===== src/shared/icc_defs.vh =====
// Constants for the input conditioning command interpreter
`ifndef ICC_DEFS_VH
`define ICC_DEFS_VH

// APB register byte offsets
`define ICC_ADDR_W        8
`define ICC_OFS_CTRL      8'h00
`define ICC_OFS_STATUS    8'h04
`define ICC_OFS_SETTINGS  8'h08
`define ICC_OFS_LEVEL_A   8'h0c
`define ICC_OFS_LEVEL_B   8'h10

// Control register fields
`define ICC_CTRL_REMOTE   0
`define ICC_CTRL_CHECK    1
`define ICC_CTRL_RESET    2'h0

// Channel setting word: {atten[1:0], slope_neg, coupling_ac}
`define ICC_SET_W         4
`define ICC_SET_AC        0
`define ICC_SET_SLOPE     1
`define ICC_SET_ATT_LO    2
`define ICC_SET_ATT_HI    3
`define ICC_ATT_X1        2'h0
`define ICC_ATT_X10       2'h1
`define ICC_ATT_X100      2'h2

// Start-up and check-mode values
`define ICC_SET_DEFAULT   4'h0
`define ICC_SEP_DEFAULT   1'b0
`define ICC_INV_DEFAULT   1'b0
`define ICC_SET_CHECK     4'h0
`define ICC_LEVEL_DEFAULT 13'h0000

// Level word: {negative, volts, hundreds of mV, tens of mV}
`define ICC_LEVEL_W       13
`define ICC_LEVEL_DIGITS  2'h3

// Command characters
`define ICC_CH_A          8'h41
`define ICC_CH_B          8'h42
`define ICC_CH_INIT       8'h50
`define ICC_CH_PLUS       8'h2b
`define ICC_CH_MINUS      8'h2d
`define ICC_CH_STAR       8'h2a
`define ICC_CH_ZERO       8'h30
`define ICC_CH_NINE       8'h39

`endif


===== src/logic/placeholder_none.v =====
// Intentionally empty design unit kept out of build
`timescale 1ns/1ps
`default_nettype none
`default_nettype wire


===== src/logic/icc_level_shift.v =====
// Trigger-level shift register for one channel
`timescale 1ns/1ps
`default_nettype none
`include "icc_defs.vh"

module icc_level_shift #(
  parameter [`ICC_LEVEL_W-1:0] LEVEL_DEFAULT = `ICC_LEVEL_DEFAULT
) (
  // Clock and reset
  input  wire                    i_mclk,
  input  wire                    i_reset_n,
  // Loading
  input  wire                    i_clear,
  input  wire                    i_load_sign,
  input  wire                    i_negative,
  input  wire                    i_load_digit,
  input  wire [3:0]              i_digit,
  // Result
  output wire [`ICC_LEVEL_W-1:0] o_level,
  output wire [1:0]              o_count
);

  reg [`ICC_LEVEL_W-1:0] level_reg;
  reg [1:0]              count_reg;

  // Sign restarts the entry; digits shift in at the low end, volts end on top
  always @(posedge i_mclk or negedge i_reset_n) begin
    if (!i_reset_n) begin
      level_reg <= LEVEL_DEFAULT;
      count_reg <= 2'h0;
    end else if (i_clear) begin
      level_reg <= LEVEL_DEFAULT;
      count_reg <= 2'h0;
    end else if (i_load_sign) begin
      level_reg <= {i_negative, 12'h000};
      count_reg <= 2'h0;
    end else if (i_load_digit && (count_reg != `ICC_LEVEL_DIGITS)) begin
      // A fourth digit is dropped so a long entry cannot shift volts out
      level_reg <= {level_reg[12], level_reg[7:0], i_digit};
      count_reg <= count_reg + 2'h1;
    end
  end

  assign o_level = level_reg;
  assign o_count = count_reg;

endmodule
`default_nettype wire


===== src/logic/icc_interpreter.v =====
// Input conditioning command interpreter with APB control and status
//
// The placing of the registers and the APB interface to the registers were decided locally.
`timescale 1ns/1ps
`default_nettype none
`include "icc_defs.vh"

module icc_interpreter #(
  parameter [`ICC_SET_W-1:0]   SET_DEFAULT   = `ICC_SET_DEFAULT,
  parameter                    SEP_DEFAULT   = `ICC_SEP_DEFAULT,
  parameter                    INV_DEFAULT   = `ICC_INV_DEFAULT,
  parameter [`ICC_SET_W-1:0]   SET_CHECK     = `ICC_SET_CHECK,
  parameter [`ICC_LEVEL_W-1:0] LEVEL_DEFAULT = `ICC_LEVEL_DEFAULT
) (
  // Clock and reset
  input  wire                    i_mclk,
  input  wire                    i_reset_n,
  // APB slave
  input  wire                    i_psel,
  input  wire                    i_penable,
  input  wire                    i_pwrite,
  input  wire [`ICC_ADDR_W-1:0]  i_paddr,
  input  wire [31:0]             i_pwdata,
  output reg  [31:0]             o_prdata,
  output reg                     o_pready,
  output reg                     o_pslverr,
  // Remote command path, asynchronous pins
  input  wire [3:0]              i_command_data_lines,
  input  wire                    i_cmd_strobe,
  input  wire                    i_dev_clear,
  // Front panel switches, asynchronous pins
  input  wire [`ICC_SET_W-1:0]   i_fp_a_sw,
  input  wire [`ICC_SET_W-1:0]   i_fp_b_sw,
  input  wire                    i_fp_separate_common,
  input  wire                    i_fp_invert,
  // Channel A relay controls
  output reg                     o_a_coupling_select,
  output reg                     o_a_slope_neg,
  output reg                     o_a_atten_x100,
  output reg                     o_a_atten_x10,
  output reg                     o_a_atten_x1,
  // Channel B relay controls
  output reg                     o_b_coupling_select,
  output reg                     o_b_slope_neg,
  output reg                     o_b_atten_x100,
  output reg                     o_b_atten_x10,
  output reg                     o_b_atten_x1,
  // Shared relay controls and converter words
  output reg                     o_separate_common_select,
  output reg                     o_invert,
  output reg                     o_level_src_dac,
  output reg  [`ICC_LEVEL_W-1:0] o_a_level,
  output reg  [`ICC_LEVEL_W-1:0] o_b_level
);

  // Two-stage synchronisers for every pin input
  localparam SYNC_W = 4 + 2 + 2 * `ICC_SET_W + 2;
  wire [SYNC_W-1:0] pins_async;
  reg  [SYNC_W-1:0] sync1_reg;
  reg  [SYNC_W-1:0] sync2_reg;

  assign pins_async = {i_command_data_lines, i_cmd_strobe, i_dev_clear,
                       i_fp_a_sw, i_fp_b_sw, i_fp_separate_common, i_fp_invert};

  always @(posedge i_mclk or negedge i_reset_n) begin
    if (!i_reset_n) begin
      sync1_reg <= {SYNC_W{1'b0}};
      sync2_reg <= {SYNC_W{1'b0}};
    end else begin
      sync1_reg <= pins_async;
      sync2_reg <= sync1_reg;
    end
  end

  wire [3:0]            nib_s   = sync2_reg[SYNC_W-1:SYNC_W-4];
  wire                  stb_s   = sync2_reg[SYNC_W-5];
  wire                  dclr_s  = sync2_reg[SYNC_W-6];
  wire [`ICC_SET_W-1:0] fpa_s   = sync2_reg[2*`ICC_SET_W+1:`ICC_SET_W+2];
  wire [`ICC_SET_W-1:0] fpb_s   = sync2_reg[`ICC_SET_W+1:2];
  wire                  fpsep_s = sync2_reg[1];
  wire                  fpinv_s = sync2_reg[0];

  // Edge detectors on synchronised strobe and clear
  reg stb_d_reg;
  reg dclr_d_reg;
  wire stb_rise  = stb_s & ~stb_d_reg;
  wire dclr_rise = dclr_s & ~dclr_d_reg;

  always @(posedge i_mclk or negedge i_reset_n) begin
    if (!i_reset_n) begin
      stb_d_reg  <= 1'b0;
      dclr_d_reg <= 1'b0;
    end else begin
      stb_d_reg  <= stb_s;
      dclr_d_reg <= dclr_s;
    end
  end

  // Byte assembly: high nibble first, low nibble completes the byte
  reg       hi_pend_reg;
  reg [3:0] hi_nib_reg;
  reg       byte_vld_reg;
  reg [7:0] byte_reg;

  always @(posedge i_mclk or negedge i_reset_n) begin
    if (!i_reset_n) begin
      hi_pend_reg  <= 1'b0;
      hi_nib_reg   <= 4'h0;
      byte_vld_reg <= 1'b0;
      byte_reg     <= 8'h00;
    end else begin
      byte_vld_reg <= 1'b0;
      if (dclr_rise) begin
        // A clear drops a half-received byte so pairing restarts aligned
        hi_pend_reg <= 1'b0;
      end else if (stb_rise) begin
        if (!hi_pend_reg) begin
          hi_nib_reg  <= nib_s;
          hi_pend_reg <= 1'b1;
        end else begin
          byte_reg     <= {hi_nib_reg, nib_s};
          byte_vld_reg <= 1'b1;
          hi_pend_reg  <= 1'b0;
        end
      end
    end
  end

  // Digit test and value, used only by trigger-level mode
  function is_digit;
    input [7:0] c;
    begin
      is_digit = (c >= `ICC_CH_ZERO) && (c <= `ICC_CH_NINE);
    end
  endfunction

  function [3:0] digit_val;
    input [7:0] c;
    reg   [7:0] d;
    begin
      d = c - `ICC_CH_ZERO;
      digit_val = d[3:0];
    end
  endfunction

  // Command latches and mode state
  reg [`ICC_SET_W-1:0] set_a_reg;
  reg [`ICC_SET_W-1:0] set_b_reg;
  reg                  sep_reg;
  reg                  inv_reg;
  reg                  dac_mode_reg;
  reg                  sel_b_reg;

  wire       rx      = byte_vld_reg;
  wire       init_rx = rx & ~dac_mode_reg & (byte_reg == `ICC_CH_INIT);
  wire       clr_all = dclr_rise | init_rx;
  wire       sign_rx = rx & ~dac_mode_reg &
                       ((byte_reg == `ICC_CH_PLUS) | (byte_reg == `ICC_CH_MINUS));
  wire       dig_dac = rx & dac_mode_reg & is_digit(byte_reg);
  wire [3:0] dval    = digit_val(byte_reg);

  // Normal-mode decode; latches hold while in trigger-level mode, except that a device clear resets them
  always @(posedge i_mclk or negedge i_reset_n) begin
    if (!i_reset_n) begin
      set_a_reg    <= SET_DEFAULT;
      set_b_reg    <= SET_DEFAULT;
      sep_reg      <= SEP_DEFAULT;
      inv_reg      <= INV_DEFAULT;
      dac_mode_reg <= 1'b0;
      sel_b_reg    <= 1'b0;
    end else if (clr_all) begin
      set_a_reg    <= SET_DEFAULT;
      set_b_reg    <= SET_DEFAULT;
      sep_reg      <= SEP_DEFAULT;
      inv_reg      <= INV_DEFAULT;
      dac_mode_reg <= 1'b0;
      sel_b_reg    <= 1'b0;
    end else if (rx && dac_mode_reg) begin
      if (byte_reg == `ICC_CH_STAR) begin
        dac_mode_reg <= 1'b0;
      end
    end else if (rx) begin
      case (byte_reg)
        `ICC_CH_A: begin
          sel_b_reg <= 1'b0;
        end
        `ICC_CH_B: begin
          sel_b_reg <= 1'b1;
        end
        `ICC_CH_PLUS, `ICC_CH_MINUS: begin
          dac_mode_reg <= 1'b1;
        end
        8'h31, 8'h36, 8'h37: begin
          if (sel_b_reg) begin
            set_b_reg[`ICC_SET_ATT_HI:`ICC_SET_ATT_LO] <= att_code(byte_reg);
          end else begin
            set_a_reg[`ICC_SET_ATT_HI:`ICC_SET_ATT_LO] <= att_code(byte_reg);
          end
        end
        8'h32, 8'h33: begin
          if (sel_b_reg) begin
            set_b_reg[`ICC_SET_AC] <= ~byte_reg[0];
          end else begin
            set_a_reg[`ICC_SET_AC] <= ~byte_reg[0];
          end
        end
        8'h34, 8'h35: begin
          if (sel_b_reg) begin
            set_b_reg[`ICC_SET_SLOPE] <= byte_reg[0];
          end else begin
            set_a_reg[`ICC_SET_SLOPE] <= byte_reg[0];
          end
        end
        8'h38, 8'h39: begin
          if (sel_b_reg) begin
            inv_reg <= byte_reg[0];
          end else begin
            sep_reg <= byte_reg[0];
          end
        end
        default: begin
          sel_b_reg <= sel_b_reg;
        end
      endcase
    end
  end

  // Attenuator code to field value: 1 is x100, 6 is x10, 7 is x1
  function [1:0] att_code;
    input [7:0] c;
    begin
      case (c[3:0])
        4'h1:    att_code = `ICC_ATT_X100;
        4'h6:    att_code = `ICC_ATT_X10;
        default: att_code = `ICC_ATT_X1;
      endcase
    end
  endfunction

  // Per-channel trigger-level registers
  wire [`ICC_LEVEL_W-1:0] lvl_a;
  wire [`ICC_LEVEL_W-1:0] lvl_b;
  wire [1:0]              cnt_a;
  wire [1:0]              cnt_b;

  icc_level_shift #(
    .LEVEL_DEFAULT (LEVEL_DEFAULT)
  ) u_level_a (
    .i_mclk       (i_mclk),
    .i_reset_n    (i_reset_n),
    .i_clear      (clr_all),
    .i_load_sign  (sign_rx & ~sel_b_reg),
    .i_negative   (byte_reg == `ICC_CH_MINUS),
    .i_load_digit (dig_dac & ~sel_b_reg),
    .i_digit      (dval),
    .o_level      (lvl_a),
    .o_count      (cnt_a)
  );

  icc_level_shift #(
    .LEVEL_DEFAULT (LEVEL_DEFAULT)
  ) u_level_b (
    .i_mclk       (i_mclk),
    .i_reset_n    (i_reset_n),
    .i_clear      (clr_all),
    .i_load_sign  (sign_rx & sel_b_reg),
    .i_negative   (byte_reg == `ICC_CH_MINUS),
    .i_load_digit (dig_dac & sel_b_reg),
    .i_digit      (dval),
    .o_level      (lvl_b),
    .o_count      (cnt_b)
  );

  // APB slave: one wait-free access phase, pready raised by the setup cycle
  reg [1:0] ctrl_reg;
  wire      setup   = i_psel & ~i_penable;
  wire      wr_acc  = i_psel & i_penable & o_pready & i_pwrite;
  wire      remote  = ctrl_reg[`ICC_CTRL_REMOTE];
  wire      check   = ctrl_reg[`ICC_CTRL_CHECK];

  function mapped;
    input [`ICC_ADDR_W-1:0] a;
    begin
      mapped = (a == `ICC_OFS_CTRL) || (a == `ICC_OFS_STATUS) ||
               (a == `ICC_OFS_SETTINGS) || (a == `ICC_OFS_LEVEL_A) ||
               (a == `ICC_OFS_LEVEL_B);
    end
  endfunction

  reg [31:0] rd_mux;

  // Read data selection
  always @* begin
    rd_mux = 32'h0000_0000;
    case (i_paddr)
      `ICC_OFS_CTRL:     rd_mux = {30'h0, ctrl_reg};
      `ICC_OFS_STATUS:   rd_mux = {25'h0, hi_pend_reg, cnt_b, cnt_a, sel_b_reg, dac_mode_reg};
      `ICC_OFS_SETTINGS: rd_mux = {22'h0, inv_reg, sep_reg, set_b_reg, set_a_reg};
      `ICC_OFS_LEVEL_A:  rd_mux = {19'h0, lvl_a};
      `ICC_OFS_LEVEL_B:  rd_mux = {19'h0, lvl_b};
      default:           rd_mux = 32'h0000_0000;
    endcase
  end

  always @(posedge i_mclk or negedge i_reset_n) begin
    if (!i_reset_n) begin
      o_pready  <= 1'b0;
      o_pslverr <= 1'b0;
      o_prdata  <= 32'h0000_0000;
      ctrl_reg  <= `ICC_CTRL_RESET;
    end else begin
      o_pready <= setup;
      if (setup) begin
        o_pslverr <= ~mapped(i_paddr);
        o_prdata  <= i_pwrite ? 32'h0000_0000 : rd_mux;
      end else begin
        o_pslverr <= 1'b0;
        o_prdata  <= 32'h0000_0000;
      end
      // Only control is writable; writes elsewhere are dropped
      if (wr_acc && (i_paddr == `ICC_OFS_CTRL)) begin
        ctrl_reg <= i_pwdata[1:0];
      end
    end
  end

  // Relay source: latches in remote, panel in local, check forces its own word
  wire [`ICC_SET_W-1:0] eff_a = check ? SET_CHECK : (remote ? set_a_reg : fpa_s);
  wire [`ICC_SET_W-1:0] eff_b = check ? SET_CHECK : (remote ? set_b_reg : fpb_s);
  wire eff_sep = check ? 1'b0 : (remote ? sep_reg : fpsep_s);
  wire eff_inv = check ? 1'b0 : (remote ? inv_reg : fpinv_s);

  // Registered relay drivers, high energises; spare attenuator code 3 means unity
  always @(posedge i_mclk or negedge i_reset_n) begin
    if (!i_reset_n) begin
      o_a_coupling_select      <= 1'b0;
      o_a_slope_neg            <= 1'b0;
      o_a_atten_x100           <= 1'b0;
      o_a_atten_x10            <= 1'b0;
      o_a_atten_x1             <= 1'b0;
      o_b_coupling_select      <= 1'b0;
      o_b_slope_neg            <= 1'b0;
      o_b_atten_x100           <= 1'b0;
      o_b_atten_x10            <= 1'b0;
      o_b_atten_x1             <= 1'b0;
      o_separate_common_select <= 1'b0;
      o_invert                 <= 1'b0;
      o_level_src_dac          <= 1'b0;
      o_a_level                <= LEVEL_DEFAULT;
      o_b_level                <= LEVEL_DEFAULT;
    end else begin
      o_a_coupling_select      <= eff_a[`ICC_SET_AC];
      o_a_slope_neg            <= eff_a[`ICC_SET_SLOPE];
      o_a_atten_x100           <= (eff_a[3:2] == `ICC_ATT_X100);
      o_a_atten_x10            <= (eff_a[3:2] == `ICC_ATT_X10);
      o_a_atten_x1             <= (eff_a[3:2] != `ICC_ATT_X100) && (eff_a[3:2] != `ICC_ATT_X10);
      o_b_coupling_select      <= eff_b[`ICC_SET_AC];
      o_b_slope_neg            <= eff_b[`ICC_SET_SLOPE];
      o_b_atten_x100           <= (eff_b[3:2] == `ICC_ATT_X100);
      o_b_atten_x10            <= (eff_b[3:2] == `ICC_ATT_X10);
      o_b_atten_x1             <= (eff_b[3:2] != `ICC_ATT_X100) && (eff_b[3:2] != `ICC_ATT_X10);
      o_separate_common_select <= eff_sep;
      o_invert                 <= eff_inv;
      o_level_src_dac          <= remote;
      o_a_level                <= lvl_a;
      o_b_level                <= lvl_b;
    end
  end

endmodule
`default_nettype wire


===== config.mk =====
export PLATFORM = sky130hd
export DESIGN_NAME = icc_interpreter
export DESIGN_NICKNAME = d
export VERILOG_FILES = /design/src/logic/placeholder_none.v /design/src/logic/icc_level_shift.v /design/src/logic/icc_interpreter.v
export VERILOG_INCLUDE_DIRS = /design/src /design/src/shared
export SDC_FILE = /design/constraint.sdc
export NUM_CORES = 1
export LEC_CHECK = 0
export ABC_AREA = 1
export BUFFER_PORTS_ARGS = -buffer_cell sky130_fd_sc_hd__buf_2
export CELL_PAD_IN_SITES_DETAIL_PLACEMENT = 2
export CELL_PAD_IN_SITES_GLOBAL_PLACEMENT = 2
export CORE_UTILIZATION = 35
export DETAILED_ROUTE_END_ITERATION = 8
export PLACE_DENSITY = 0.79
export SYNTH_ARGS = -nofsm -noshare
export SYNTH_HDL_FRONTEND = slang
export SYNTH_SLANG_ARGS = --single-unit
export TNS_END_PERCENT = 30

===== constraint.sdc =====
create_clock -name i_mclk -period 3.6 [get_ports i_mclk]
set_clock_uncertainty 0.2 [all_clocks]
set_input_delay 0.54 -clock i_mclk [delete_from_list [all_inputs] [get_ports i_mclk]]
set_output_delay 0.54 -clock i_mclk [all_outputs]
set_load 0.1 [all_outputs]

==> impl_metrics.toml <==
[run_status]
run_status = "finished, final reports clean"

[layout]
antenna_cells = 0
final_cells = 943
drive_gt1_share_pct = 21.0
nets = 777
fillers = 1808
areaGrowthSynthToFinish_pct = 19.7
final_area_mm2 = 0.00719

[clock_network]
numClockSinks = 146
postCtsSetupBuffers = 0
cts_inserted_buffers = 17
cts-root-buf = "clkbuf_16"
htreeDepth = 4
ctsLongestPathBuffers = 2
hold_buffers = 1
cts_tree = "done"
clk_pin_slew_ns = 0.06
insertion_delay_ns = 0.43
cts_resized = 0

[floorplan]
initial_core_util_pct = 36.0
die_w_um = 133
die_area_mm2 = 0.0177
rows = 47
ios = 134
die-height_um = 133
coreArea_mm2 = 0.0167

[placed_design]
placed_cell_area_mm2 = 0.00656
port_buffers = 84
gp_congestion = 0.800
dp_cells = 910
hpwl_mm = 12.2

[global_routing]
grt-ovfl-total = 0
antenna_found_initial = 0
grt_max_degree = 68
grt_first_pass_wirelength_mm = 28.5
grt_pass1_vias = 5259
grt_use_total_pct = 21.2

[setup_path]
end_kind = "register"
rr_startpoint = "byte_reg[3]"
r2r_cells = 7
startpoint = "byte_reg[3]"
cp.arrival_ns = 2.44
cp_max_fo = 23
critPathBufInv = 0
critPathTopFamily = "simple AND/OR/NAND/NOR gates"
cp-start-kind = "register"
max_stage_delay_ns = 0.60
cp.required_ns = 3.71
crit_type = "register to register"
crit_path_cell_trace = "nor2_2 > nand2_2 > nor2_4 > a21boi_4 > nand2_1 > nand3_1 > nand2_1"
cp.depth = 7
path_common_cell = "nand2_1"
cpMaxStageDelayCell = "a21boi_4"
r2r-end = "set_a_reg[2]"
regToRegSetupSlack_ns = 1.27

[route]
vias = 4694
dr.pass1.iters = 5
drt-wirelength-per-cell_um = 18.5
avgViaCountPerCell = 4.98
dr.first_iter.drc_count = 179
wirelength_mm = 17.4
antenna_left = 0
drc = 0

[timing]
fin_tns_setup_ns = 0
finalCritPeriodShare_pct = 64.7
rsz0062_at_grt = "false"
hold_viol_final = 0
setup_viol = 0
worstMarginPinSlew_ns = 1.02
period_minus_slack_ns = 2.33
slew_violations = 0
relSlewSlack_pct = 32.0
max_clock_freq_mhz = 429

[yosys]
synth_top_area_cell = "dfrtp_1"
synthDistinctLibCells = 32
synth_area_per_cell_um2 = 9.71
synth_flop_cell = "dfrtp_1"
async_reset_ff_share_pct = 100
synth_common_cells = "dfrtp_1 (146), nand2_1 (132), nand3_1 (66)"
synthTopCellsByArea = "dfrtp_1 (61%), nand2_1 (8.2%), nand3_1 (5.5%), nor2_1 (3.9%), nand4_1 (3.6%)"
yosysWarnings = 0
synthMostInstantiatedCell = "dfrtp_1"
synth_area_mm2 = 0.00601
yosysSeqAreaShare_pct = 60.8
yosysTopAreaCellShare_pct = 60.8
yosys_register_bits = 146
syn_inst = 619
synth-edff-count = 0

[pwr]
powerDensity_mw_per_mm2 = 585
vdd_ir_drop_max_mv = 0.333
p_leak_uw = 0.00375

[min_path]
hold_path_depth = 1
hp-class = "input pin to register"
whs_endpoint = "sync1_reg[0]"
worst_hold_startpoint = "i_fp_invert"

[run]
max_cap_violations = 0
==> final cells by class <==
cell class	instances	area [um2]	area share (%)
Clock buffer	21	470	6.54
Clock inverter	11	153	2.12
Inverter	58	218	3.03
Multi-Input combinational cell	399	1950	27.1
Sequential cell	146	3650	50.8
Tap cell	220	275	3.83
Timing Repair Buffer	88	472	6.56
==> metrics by stage <==
| stage | utilization [%] | hold WS, ns | setup slack, ns | power [uW] |
|---|---|---|---|---|
| floorplan | - | 0.0444 | 1.91 | 2210 |
| global placement | 39.3 | 0.132 | 1.36 | 2340 |
| detailed placement | 39.3 | 0.136 | 1.26 | 2370 |
| CTS | 43.1 | 0.000742 | 1.25 | 4250 |
| global route | 43.1 | 0.00143 | 1.10 | 4370 |
| finish | 43.1 | 0.0103 | 1.27 | 4210 |
==> worst max-delay path by stage <==
stage	end	slack (ns)
floorplan	o_prdata[7]	1.91
global placement	o_prdata[6]	1.36
detailed placement	set_a_reg[2]	1.26
CTS	set_b_reg[2]	1.25
global route	u_level_b.o_count[0]	1.10
finish	set_a_reg[2]	1.27
==> logic make-up (layout without fill, tap and decap cells) <==
family / count (synthesis) / count (layout) / synth area share [%]
fa+ha+maj: 6 / 6 / 1.25
other cells: 1 / 19 / 0.0624
flops: 146 / 146 / 60.8
compound gates: 47 / 47 / 4.62
buf+inv: 92 / 178 / 7.83
simple gates: 327 / 327 / 25.4
==> cells in the final DEF (no fill, tap or decap), types with 2 or more instances in the layout <==
master / netlist / final
nand4_1: 35 / 35
a21oi_1: 16 / 16
conb_1: 1 / 19
nor3_1: 6 / 6
buf_2: 7 / 83
clkbuf_8: 0 / 3
clkinvlp_4: 0 / 3
o21ai_0: 24 / 24
nor2_4: 3 / 3
clkbuf_16: 0 / 17
bufinv_16: 0 / 3
dfrtp_1: 146 / 146
clkinv_4: 0 / 3
ha_1: 6 / 6
inv_2: 5 / 5
nand2_2: 9 / 9
nor2_2: 6 / 6
o211ai_2: 2 / 2
a21oi_2: 3 / 3
nand2_1: 132 / 132
buf_4: 21 / 2
inv_1: 51 / 51
clkinv_1: 2 / 2
nand3_1: 66 / 66
nor2_1: 62 / 62
==> layer usage <==
metal | up-vias | GRT usage (%) | routed length, um | part of all wire, %
li1 | 2159 | - | - | -
met1 | 2406 | 25.5 | 7100 | 41
met2 | 102 | 37.9 | 9390 | 54
met3 | 27 | 3.45 | 580 | 3.3
met4 | 0 | 8.24 | 342 | 2.0
met5 | - | 0 | 0 | 0
==> report_power, final <==
part,internal (uW),leakage [uW],switching [uW]
Clock,1150,0.000296,716
Sequential,1730,0.00191,123
Combinational,105,0.00154,382
Total,2990,0.00375,1220
Power figures use the tool's default switching activity.
